**src/logic/tcc_regs.svh**
```systemverilog
/*
 Register offsets, field positions, reset values and tick masks of the
 16-bit timer/counter. Assumes an 8-bit processor bus with a 4-bit
 location index per timer instance.
*/
`ifndef TCC_REGS_SVH
`define TCC_REGS_SVH

// ************************************************************
// Register locations
// ************************************************************
`define TCC_ADDR_CTRL_A      4'h0
`define TCC_ADDR_CTRL_B      4'h1
`define TCC_ADDR_COUNT_LO    4'h2
`define TCC_ADDR_COUNT_HI    4'h3
`define TCC_ADDR_CAPTURE_LO  4'h4
`define TCC_ADDR_CAPTURE_HI  4'h5
`define TCC_ADDR_COMPARE_LO  4'h6
`define TCC_ADDR_COMPARE_HI  4'h7
`define TCC_ADDR_FLAGS       4'h8
`define TCC_ADDR_IRQ_EN      4'h9

// ************************************************************
// Field positions
// ************************************************************
`define TCC_A_MODE_LSB       0
`define TCC_B_CLK_LSB        0
`define TCC_B_MODE_LSB       3
`define TCC_B_CMP_SRC        5
`define TCC_B_EDGE_RISE      6
`define TCC_F_OVERFLOW       0
`define TCC_F_CAPTURE        1

// ************************************************************
// Reset values
// ************************************************************
`define TCC_RST_BYTE         8'h00
`define TCC_RST_WORD         16'h0000
`define TCC_RST_FLAGS        2'h0

// ************************************************************
// Fixed top values
// ************************************************************
`define TCC_TOP_8BIT         16'h00ff
`define TCC_TOP_9BIT         16'h01ff
`define TCC_TOP_10BIT        16'h03ff
`define TCC_MAX              16'hffff

// ************************************************************
// Prescaler masks per clock source code
// ************************************************************
`define TCC_PRE_DIV1         10'h000
`define TCC_PRE_DIV8         10'h007
`define TCC_PRE_DIV64        10'h03f
`define TCC_PRE_DIV256       10'h0ff
`define TCC_PRE_DIV1024      10'h3ff

`endif

```
**src/logic/tcc_pkg.sv**
```systemverilog
/*
 Types of the 16-bit timer/counter: counting sequences, top sources
 and the processor bus request bundle. Constants live in tcc_regs.svh.
*/
package tcc_pkg;

   // ************************************************************
   // Counting sequence kinds
   // ************************************************************
   typedef enum logic [1:0] {
      TCC_SEQ_CLEAR = 2'b00, // Up, clear at top, overflow at max
      TCC_SEQ_FAST  = 2'b01, // Up, clear at top, overflow at top
      TCC_SEQ_DUAL  = 2'b10  // Up to top, down to zero
   } tcc_seq_t;

   // Source of the top value
   typedef enum logic [2:0] {
      TCC_TOP_MAX  = 3'b000,
      TCC_TOP_8    = 3'b001,
      TCC_TOP_9    = 3'b010,
      TCC_TOP_10   = 3'b011,
      TCC_TOP_CMPA = 3'b100,
      TCC_TOP_CAPT = 3'b101
   } tcc_top_t;

   // Decoded waveform mode
   typedef struct packed {
      tcc_seq_t seq;
      tcc_top_t top;
   } tcc_mode_t;

   // One processor access, one cycle long
   typedef struct packed {
      logic       rd;
      logic       wr;
      logic [3:0] addr;
      logic [7:0] wdata;
   } tcc_bus_req_t;

endpackage

```
**src/logic/tcc_edge.sv**
```systemverilog
/*
 Pin synchroniser and edge detector. Assumes an asynchronous input pin
 and a reset already synchronised to mclk.
*/
`timescale 1ns/1ns
module tcc_edge (
   input  wire logic mclk,
   input  wire logic rst_n,
   input  wire logic pin_in,
   output logic      rise,
   output logic      fall
);

   // ************************************************************
   // Two-stage synchroniser plus history stage
   // ************************************************************
   logic sync_a;   // First stage, read only by sync_b
   logic sync_b;   // Settled level
   logic prev;     // Level one cycle earlier

   // Shift the pin through; the history compares settled levels only
   always_ff @(posedge mclk or negedge rst_n) begin
      if (!rst_n) begin
         sync_a <= 1'b0;
         sync_b <= 1'b0;
         prev   <= 1'b0;
      end else begin
         sync_a <= pin_in;
         sync_b <= sync_a;
         prev   <= sync_b;
      end
   end

   // One-cycle pulses on each settled change
   assign rise = sync_b & ~prev;
   assign fall = ~sync_b & prev;

endmodule

```
**src/logic/tcc_timer.sv**
```systemverilog
/*
 16-bit up/down timer/counter with input capture and one shared
 high-byte latch for all 16-bit locations. Assumes a processor core
 issuing at most one single-cycle read or write strobe per cycle, and
 asynchronous capture, comparator and external tick pins.
*/
// Functional notes
// - Counter clears, counts up or down per tick
// - Clock source code zero stops the counter
// - Counter readable and writable at any time
// - Processor write beats counting in same cycle
// - Counter high location reaches only the latch
// - Low read loads latch; low write commits
// - One latch shared by every 16-bit location
// - Latch holds until overwritten
// - Four-bit mode split over control A, B
// - Overflow flag set per mode, requests interrupt
// - Top and zero indications provided
// - Selected capture edge copies counter to capture
// - Comparator source only on first timer
// - Capture flag sets with the capture copy
// - Enabled capture flag interrupts, service clears it
// - Writing one clears capture flag
// - Capture low read loads latch for high
// - Capture writable only in capture-top modes
// - Fixed tops 0x00ff, 0x01ff, 0x03ff, 0xffff, or registers
// - Compare reads bypass the latch
`timescale 1ns/1ns
`include "tcc_regs.svh"
module tcc_timer #(
   parameter int TIMER_INDEX = 1   // 1 is the instance wired to the comparator
) (
   input  wire logic                 mclk,
   input  wire logic                 arst_n,
   input  wire tcc_pkg::tcc_bus_req_t bus_req,
   output logic [7:0]                bus_rdata,
   input  wire logic                 ack_overflow,
   input  wire logic                 ack_capture,
   input  wire logic                 tick_pin,
   input  wire logic                 capture_pin,
   input  wire logic                 comparator_out,
   output logic                      irq_overflow,
   output logic                      irq_capture,
   output logic                      top_hit,
   output logic                      bottom_hit
);

   // Instance numbers outside 1..3 have no meaning
   if (TIMER_INDEX < 1 || TIMER_INDEX > 3) begin : g_bad_index
      $error("TIMER_INDEX must be 1, 2 or 3");
   end

   // ************************************************************
   // Reset release
   // ************************************************************
   logic rst_q;   // First release stage
   logic rst_n;   // Released reset used everywhere

   // Assert at once, release after two edges
   always_ff @(posedge mclk or negedge arst_n) begin
      if (!arst_n) begin
         rst_q <= 1'b0;
         rst_n <= 1'b0;
      end else begin
         rst_q <= 1'b1;
         rst_n <= rst_q;
      end
   end

   // ************************************************************
   // State
   // ************************************************************
   logic [7:0]  control_reg_a;   // Mode low bits
   logic [7:0]  control_reg_b;   // Clock source, mode high bits, edge
   logic [15:0] timer_count;     // The counter
   logic [15:0] capture_value;   // Captured counter or top
   logic [15:0] compare_a;       // Compare register A
   logic [7:0]  temp;            // Shared high-byte latch
   logic        dir_up;          // Dual-slope direction
   logic        overflow_flag;   // Sticky overflow
   logic        capture_flag;    // Sticky capture
   logic [1:0]  irq_en;          // Interrupt enables
   logic [9:0]  prescale;        // Free-running prescaler
   logic [15:0] next_count;
   logic        next_dir;
   logic [7:0]  rd_mux;

   // ************************************************************
   // Mode decode
   // ************************************************************
   // Map the four mode bits onto sequence kind and top source
   function automatic tcc_pkg::tcc_mode_t decode_mode(input logic [3:0] w);
      tcc_pkg::tcc_mode_t m;
      m.seq = tcc_pkg::TCC_SEQ_CLEAR;
      m.top = tcc_pkg::TCC_TOP_MAX;
      case (w)
         4'h1:    m = '{tcc_pkg::TCC_SEQ_DUAL,  tcc_pkg::TCC_TOP_8};
         4'h2:    m = '{tcc_pkg::TCC_SEQ_DUAL,  tcc_pkg::TCC_TOP_9};
         4'h3:    m = '{tcc_pkg::TCC_SEQ_DUAL,  tcc_pkg::TCC_TOP_10};
         4'h4:    m = '{tcc_pkg::TCC_SEQ_CLEAR, tcc_pkg::TCC_TOP_CMPA};
         4'h5:    m = '{tcc_pkg::TCC_SEQ_FAST,  tcc_pkg::TCC_TOP_8};
         4'h6:    m = '{tcc_pkg::TCC_SEQ_FAST,  tcc_pkg::TCC_TOP_9};
         4'h7:    m = '{tcc_pkg::TCC_SEQ_FAST,  tcc_pkg::TCC_TOP_10};
         4'h8:    m = '{tcc_pkg::TCC_SEQ_DUAL,  tcc_pkg::TCC_TOP_CAPT};
         4'h9:    m = '{tcc_pkg::TCC_SEQ_DUAL,  tcc_pkg::TCC_TOP_CMPA};
         4'ha:    m = '{tcc_pkg::TCC_SEQ_DUAL,  tcc_pkg::TCC_TOP_CAPT};
         4'hb:    m = '{tcc_pkg::TCC_SEQ_DUAL,  tcc_pkg::TCC_TOP_CMPA};
         4'hc:    m = '{tcc_pkg::TCC_SEQ_CLEAR, tcc_pkg::TCC_TOP_CAPT};
         4'he:    m = '{tcc_pkg::TCC_SEQ_FAST,  tcc_pkg::TCC_TOP_CAPT};
         4'hf:    m = '{tcc_pkg::TCC_SEQ_FAST,  tcc_pkg::TCC_TOP_CMPA};
         default: m = '{tcc_pkg::TCC_SEQ_CLEAR, tcc_pkg::TCC_TOP_MAX};
      endcase
      return m;
   endfunction

   // Mode bits live half in each control register
   wire [3:0] waveform_mode_field = {control_reg_b[`TCC_B_MODE_LSB +: 2],
                                     control_reg_a[`TCC_A_MODE_LSB +: 2]};
   wire tcc_pkg::tcc_mode_t mode = decode_mode(waveform_mode_field);
   wire icr_top = (mode.top == tcc_pkg::TCC_TOP_CAPT);

   // Top value select
   wire [15:0] top_val =
      (mode.top == tcc_pkg::TCC_TOP_8)    ? `TCC_TOP_8BIT  :
      (mode.top == tcc_pkg::TCC_TOP_9)    ? `TCC_TOP_9BIT  :
      (mode.top == tcc_pkg::TCC_TOP_10)   ? `TCC_TOP_10BIT :
      (mode.top == tcc_pkg::TCC_TOP_CMPA) ? compare_a      :
      icr_top                             ? capture_value  : `TCC_MAX;

   // ************************************************************
   // Bus decode
   // ************************************************************
   wire       rd = bus_req.rd;
   wire       wr = bus_req.wr;
   wire [3:0] ad = bus_req.addr;
   wire [7:0] wd = bus_req.wdata;
   wire wr_cnt_lo = wr && ad == `TCC_ADDR_COUNT_LO;
   wire rd_cnt_lo = rd && ad == `TCC_ADDR_COUNT_LO;
   wire wr_cap_lo = wr && ad == `TCC_ADDR_CAPTURE_LO;
   wire rd_cap_lo = rd && ad == `TCC_ADDR_CAPTURE_LO;
   wire wr_cmp_lo = wr && ad == `TCC_ADDR_COMPARE_LO;
   wire wr_flags  = wr && ad == `TCC_ADDR_FLAGS;
   // Every high location write lands in the latch only
   wire wr_any_hi = wr && (ad == `TCC_ADDR_COUNT_HI || ad == `TCC_ADDR_CAPTURE_HI ||
                           ad == `TCC_ADDR_COMPARE_HI);

   // ************************************************************
   // Timer tick select
   // ************************************************************
   logic ext_rise;
   logic ext_fall;
   tcc_edge u_tick_edge (
      .mclk   (mclk),
      .rst_n  (rst_n),
      .pin_in (tick_pin),
      .rise   (ext_rise),
      .fall   (ext_fall)
   );

   wire [2:0] clock_source_select = control_reg_b[`TCC_B_CLK_LSB +: 3];
   wire [9:0] pre_mask =
      (clock_source_select == 3'h2) ? `TCC_PRE_DIV8    :
      (clock_source_select == 3'h3) ? `TCC_PRE_DIV64   :
      (clock_source_select == 3'h4) ? `TCC_PRE_DIV256  :
      (clock_source_select == 3'h5) ? `TCC_PRE_DIV1024 : `TCC_PRE_DIV1;
   // Code zero gives no tick at all
   wire timer_tick =
      (clock_source_select == 3'h0) ? 1'b0     :
      (clock_source_select == 3'h6) ? ext_fall :
      (clock_source_select == 3'h7) ? ext_rise :
      ((prescale & pre_mask) == pre_mask);

   // Prescaler runs free so a source change does not stretch a tick
   always_ff @(posedge mclk or negedge rst_n) begin
      if (!rst_n) prescale <= 10'h000;
      else        prescale <= prescale + 10'h001;
   end

   // ************************************************************
   // Counting
   // ************************************************************
   // Next counter value; the processor write is applied last
   always_comb begin
      next_count = timer_count;
      next_dir   = dir_up;
      if (timer_tick) begin
         unique case (mode.seq)
            tcc_pkg::TCC_SEQ_CLEAR,
            tcc_pkg::TCC_SEQ_FAST: begin
               if (timer_count == top_val) next_count = `TCC_RST_WORD;
               else                        next_count = timer_count + 16'h0001;
            end
            tcc_pkg::TCC_SEQ_DUAL: begin
               if (dir_up) begin
                  if (timer_count >= top_val) begin
                     next_dir   = 1'b0;
                     next_count = timer_count - 16'h0001;
                  end else begin
                     next_count = timer_count + 16'h0001;
                  end
               end else if (timer_count == `TCC_RST_WORD) begin
                  next_dir   = 1'b1;
                  next_count = timer_count + 16'h0001;
               end else begin
                  next_count = timer_count - 16'h0001;
               end
            end
            default: next_count = timer_count;
         endcase
      end
      // Write wins over counting, tick or not
      if (wr_cnt_lo) next_count = {temp, wd};
   end

   // Overflow point depends on the sequence
   wire ovf_evt = timer_tick && (
      (mode.seq == tcc_pkg::TCC_SEQ_CLEAR && timer_count == `TCC_MAX) ||
      (mode.seq == tcc_pkg::TCC_SEQ_FAST  && timer_count == top_val)  ||
      (mode.seq == tcc_pkg::TCC_SEQ_DUAL  && !dir_up && timer_count == `TCC_RST_WORD));

   // ************************************************************
   // Capture source and edge
   // ************************************************************
   logic pin_rise;   // Capture pin edges
   logic pin_fall;
   logic cmp_rise;   // Comparator edges
   logic cmp_fall;
   // Each source is synchronised on its own, so the select never sees a raw pin
   tcc_edge u_cap_edge (
      .mclk   (mclk),
      .rst_n  (rst_n),
      .pin_in (capture_pin),
      .rise   (pin_rise),
      .fall   (pin_fall)
   );
   tcc_edge u_cmp_edge (
      .mclk   (mclk),
      .rst_n  (rst_n),
      .pin_in (comparator_out),
      .rise   (cmp_rise),
      .fall   (cmp_fall)
   );
   // Comparator path exists on the first instance only
   wire use_cmp  = (TIMER_INDEX == 1) && control_reg_b[`TCC_B_CMP_SRC];
   wire cap_rise = use_cmp ? cmp_rise : pin_rise;
   wire cap_fall = use_cmp ? cmp_fall : pin_fall;
   // Capture is off while the capture register holds the top
   wire cap_edge = control_reg_b[`TCC_B_EDGE_RISE] ? cap_rise : cap_fall;
   wire cap_evt  = cap_edge && !icr_top;

   // ************************************************************
   // Registers
   // ************************************************************
   // Counter, direction and control bytes
   always_ff @(posedge mclk or negedge rst_n) begin
      if (!rst_n) begin
         timer_count   <= `TCC_RST_WORD;
         dir_up        <= 1'b1;
         control_reg_a <= `TCC_RST_BYTE;
         control_reg_b <= `TCC_RST_BYTE;
         compare_a     <= `TCC_RST_WORD;
         irq_en        <= `TCC_RST_FLAGS;
      end else begin
         timer_count <= next_count;
         dir_up      <= next_dir;
         if (wr && ad == `TCC_ADDR_CTRL_A) control_reg_a <= wd;
         if (wr && ad == `TCC_ADDR_CTRL_B) control_reg_b <= wd;
         if (wr && ad == `TCC_ADDR_IRQ_EN) irq_en <= wd[1:0];
         if (wr_cmp_lo) compare_a <= {temp, wd};
      end
   end

   // Capture register: newest event always overwrites
   always_ff @(posedge mclk or negedge rst_n) begin
      if (!rst_n)                    capture_value <= `TCC_RST_WORD;
      else if (cap_evt)              capture_value <= timer_count;
      else if (wr_cap_lo && icr_top) capture_value <= {temp, wd};
   end

   // Shared latch, one per timer; holds until overwritten
   always_ff @(posedge mclk or negedge rst_n) begin
      if (!rst_n)         temp <= `TCC_RST_BYTE;
      else if (wr_any_hi) temp <= wd;
      else if (rd_cnt_lo) temp <= timer_count[15:8];
      else if (rd_cap_lo) temp <= capture_value[15:8];
   end

   // Sticky flags; a setting event beats a clear in the same cycle
   wire clr_ovf = (wr_flags && wd[`TCC_F_OVERFLOW]) || ack_overflow;
   wire clr_cap = (wr_flags && wd[`TCC_F_CAPTURE]) || ack_capture;
   always_ff @(posedge mclk or negedge rst_n) begin
      if (!rst_n) begin
         overflow_flag <= 1'b0;
         capture_flag  <= 1'b0;
      end else begin
         overflow_flag <= ovf_evt || (overflow_flag && !clr_ovf);
         capture_flag  <= cap_evt || (capture_flag && !clr_cap);
      end
   end

   // ************************************************************
   // Read path and outputs
   // ************************************************************
   // High locations of counter and capture return the latch
   always_comb begin
      unique case (ad)
         `TCC_ADDR_CTRL_A:     rd_mux = control_reg_a;
         `TCC_ADDR_CTRL_B:     rd_mux = control_reg_b;
         `TCC_ADDR_COUNT_LO:   rd_mux = timer_count[7:0];
         `TCC_ADDR_CAPTURE_LO: rd_mux = capture_value[7:0];
         `TCC_ADDR_COMPARE_LO: rd_mux = compare_a[7:0];
         `TCC_ADDR_COMPARE_HI: rd_mux = compare_a[15:8];
         `TCC_ADDR_FLAGS:      rd_mux = {6'h00, capture_flag, overflow_flag};
         `TCC_ADDR_IRQ_EN:     rd_mux = {6'h00, irq_en};
         `TCC_ADDR_COUNT_HI,
         `TCC_ADDR_CAPTURE_HI: rd_mux = temp;
         default:              rd_mux = 8'h00;
      endcase
   end

   // All outputs registered; data follows the read strobe by one cycle
   always_ff @(posedge mclk or negedge rst_n) begin
      if (!rst_n) begin
         bus_rdata    <= 8'h00;
         irq_overflow <= 1'b0;
         irq_capture  <= 1'b0;
         top_hit      <= 1'b0;
         bottom_hit   <= 1'b0;
      end else begin
         bus_rdata    <= rd ? rd_mux : 8'h00;
         irq_overflow <= overflow_flag && irq_en[`TCC_F_OVERFLOW];
         irq_capture  <= capture_flag && irq_en[`TCC_F_CAPTURE];
         top_hit      <= timer_count == top_val;
         bottom_hit   <= timer_count == `TCC_RST_WORD;
      end
   end

   wire [7:0] cnt_hi = timer_count[15:8];
   wire [7:0] cmp_hi = compare_a[15:8];
endmodule

```
**config.mk**
```make
export PLATFORM = sky130hd
export DESIGN_NAME = tcc_timer
export DESIGN_NICKNAME = d
export VERILOG_FILES = /design/src/logic/tcc_pkg.sv /design/src/logic/tcc_edge.sv /design/src/logic/tcc_timer.sv
export VERILOG_INCLUDE_DIRS = /design/src /design/src/logic
export SDC_FILE = /design/constraint.sdc
export NUM_CORES = 1
export LEC_CHECK = 0
export ABC_AREA = 1
export CAP_MARGIN = 0
export CORE_MARGIN = 2
export CORE_UTILIZATION = 50
export DETAILED_ROUTE_END_ITERATION = 8
export DONT_BUFFER_PORTS = 1
export PLACE_DENSITY = 0.67
export SYNTH_ARGS = -nofsm -noshare
export SYNTH_HDL_FRONTEND = slang
export SYNTH_SLANG_ARGS = --single-unit
```
**constraint.sdc**
```tcl
create_clock -name mclk -period 3.4 [get_ports mclk]
set_clock_uncertainty 0.2 [all_clocks]
set_input_delay 1.02 -clock mclk [delete_from_list [all_inputs] [get_ports mclk]]
set_output_delay 1.02 -clock mclk [all_outputs]
set_load 0.03 [all_outputs]
```
==> qor.txt <==
Via count of the routed design -> 5952
Wire length of the first global-routing pass -> 31300 microns
Initial drt markers -> 665
Maximum vdd drop -> 0.354 mV
Die Outline Area -> 14100 sq um
Clock tree buffer depth -> 2
Antenna violations before repair -> 0
Signal arrival time at the worst endpoint -> 3170 ps
Element type at the critical path start -> flop
Post-Synthesis Mean Instance Area -> 7.71 sq um
Effective utilization at floorplan -> 51.7%
Sequential share of the synthesized area -> 41.9%
Area of the core region -> 12700 sq um
Distinct cell type count of the synthesized netlist -> 50
Post-layout instance area -> 7110 sq um
Number of core rows -> 41
Layout filler cell count -> 1257
Detailed placer's ending HPWL -> 14500 microns
Antenna diode count -> 0
Critical path class -> flop to flop
H-tree Lvls -> 3
Die height -> 119 microns
Type of the most critical hold path -> flop to async pin
Number of global-route vias before repair -> 5617
Ratio of cells with drive above 1 in the final layout -> 9.11%
Max-cap violation count -> 0
GP Congestion -> 0.914
Flops & latches, synth -> 110
Main area contributors after synthesis -> dfrtp_1 (42%), nand2_1 (13%), o21ai_0 (5.4%)
Syn-to-layout area delta -> 8.22%
Aggregate routed wire length -> 19500 microns
CP Capture Type -> flop
Overall power -> 5520 uW
Biggest fanout along the worst timing path -> 16
DR WL/cell -> 18.9 microns
Clock network latency to the later pin of the worst-skew pair -> 370 ps
Number of enable flip-flop cells after synthesis -> 0
Power per cell area -> 775 nW/um^2
Root Driver -> clkbuf_16
Number of buffers created by CTS -> 9
Cell Area, Synth -> 6570 sq um
Transition time at the pin with the least slew margin -> 753 ps
Final critical-path share of the clock period -> 91.5%
Fmax -> 322 MHz
Overall Global Routing Usage -> 28.8%
Hold Vio Cnt, Final -> 0
Required time at the endpoint of the critical path -> 3460 ps
DRT antenna net count -> 0
Biggest area consumer among synthesized cells -> dfrtp_1
Number of nets in the synthesized netlist -> 893
Worst slack on hold paths -> 118 ps
Width of the die -> 119 microns
Final nets -> 892
Final setup fails -> 0
DRC viols -> 0
Number of primary I/O pins -> 33
Vias per Instance -> 5.79
Final-report max-slew violation count -> 0
Final core area utilization -> 55.9%
Leakage -> 0.00342 uW
Worst slew margin relative to its limit -> 49.7%
Dpl cell area -> 6770 sq um
Placed cell count -> 1012
TritonCTS Sinks -> 110
FFs w/ async S/R, synth -> 100%
Area share of the largest cell type after synthesis -> 41.5%
Initial DRT Pass Iterations -> 5
Final period demand of the worst path -> 3110 ps
Total overflow reported by the global router -> 0
Outcome -> complete, no violations
Cells after Synth -> 852
Maximum number of pins on one net before global-route repair -> 72
Final cell count without fillers -> 1028
CTS tree -> done
Most common flop cell mapped by yosys -> dfrtp_1
Register clock-pin slew on the reported worst setup and hold paths -> 70 ps
RSZ-0062 raised after global routing -> true
Number of buffers added on ports -> 0
Synthesis Warnings -> 0
cell usage after synthesis (all sizes together) (4+ instances only):
master / n
dfrtp: 109
nand2: 228
nor2: 66
o21ai: 87
o221ai: 22
buf: 13
nor3: 11
nand3: 61
o211ai: 7
inv: 112
a21oi: 31
a31oi: 4
o22ai: 13
nand4: 5
ha: 20
clkbuf: 10
xor2: 27
layout by cell type (no fill, tap or decap), drive strengths merged, types with 3 or more instances in the layout:
cell type	count
a31oi	4
o21ai	87
nand3	61
nor2	66
nand2	228
o2111ai	3
clkbuf	11
xor2	27
ha	20
o211ai	7
dfrtp	109
a21oi	31
o22ai	13
buf	11
inv	114
o221ai	22
o31ai	3
a221oi	3
nand4	5
nor3	11
xnor2	3
sequential cells by signal (all words and copies together) (netlist names), 2 cells and up:
name,cells
control_reg_a,8
bus_rdata,8
compare_a,16
prescale,10
temp,8
capture_value,16
timer_count,16
irq_en,2
control_reg_b,8
kinds of logic (layout without fill, tap and decap cells):
group	Yosys count	in the layout	synth area share, %
buffers and inverters	137	141	8.40
DFF	110	110	41.9
other	1	1	0.0571
and+or+nand+nor	375	375	25.2
adders and majority gates	20	20	3.81
xor gates and xnor gates	30	30	4.00
AOI/OAI and AO/OA	179	179	16.6
report_power, final:
| group | leakage [uW] | internal [uW] | switching, uW |
|---|---|---|---|
| sequential | 0.00141 | 1650 | 481 |
| combinational | 0.00185 | 783 | 1400 |
| clock | 0.000168 | 695 | 509 |
worst max-delay path: stages, from the launching register on:
cell and delay [ps]:
dfrtp_1 450, inv_2 70, nor2_1 270, inv_2 200, o21ai_0 190, a21oi_1 60, ha_1 290, nand2_1 60
nor2_1 160, nand2_1 110, o21ai_1 120, nor2_1 60, nand2_2 170, nand3_4 190, or2_1 260, nand3_1 70
nand2_1 50
per-layer routing:
layer  track usage (%)  wire [microns]  part of all wire (%)
met5                 0               0                     0
met4              8.48             401                   2.1
met1              41.4            8680                    45
met2              44.0            8870                    46
met3              5.65            1500                   7.7
through the flow:
step           setup slack, ps  setup TNS, ps
3_3_place_gp               373              0
3_5_place_dp               335              0
5_1_grt                  -7.94          -7.94
2_1_floorplan              559              0
6_report                   291              0
4_1_cts                    320              0
cell type report:
type | count | area, sq um | share of cell area, %
tap | 172 | 215 | 3.03
sequential | 110 | 2760 | 38.8
timing repair buffer | 11 | 95.1 | 1.34
multi-input combinational | 605 | 3270 | 46.0
inverter | 114 | 434 | 6.10
clock inverter | 5 | 88.8 | 1.25
clock buffer | 11 | 253 | 3.55
path summary, 6_finish.rpt:
check | from | endpoint | slack [ps] | depth (start not counted)
min | rst_n$_DFF_PN0_ | control_reg_b[5]$_DFFE_PN0P_ | 120 | 0
max in group asynchronous | rst_n$_DFF_PN0_ | dir_up$_DFFE_PN1P_ | 2090 | 1
max reg2reg | control_reg_b[4]$_DFFE_PN0P_ | timer_count[14]$_DFFE_PN0P_ | 290 | 16
min in group mclk | u_cmp_edge.sync_a$_DFF_PN0_ | u_cmp_edge.sync_b$_DFF_PN0_ | 150 | 0
min reg2reg | rst_n$_DFF_PN0_ | control_reg_b[5]$_DFFE_PN0P_ | 120 | 0
max | control_reg_b[4]$_DFFE_PN0P_ | timer_count[14]$_DFFE_PN0P_ | 290 | 16
what timing repair did:
action | in CTS | in global routing
endpoints found under the setup margin | 0 | 11
resized for setup | 0 | 2
setup buffers | 0 | 0
hold buffers | 0 | 0
endpoints found under the hold margin | 0 | 0
No activity file was read; power rests on OpenSTA's default activity.
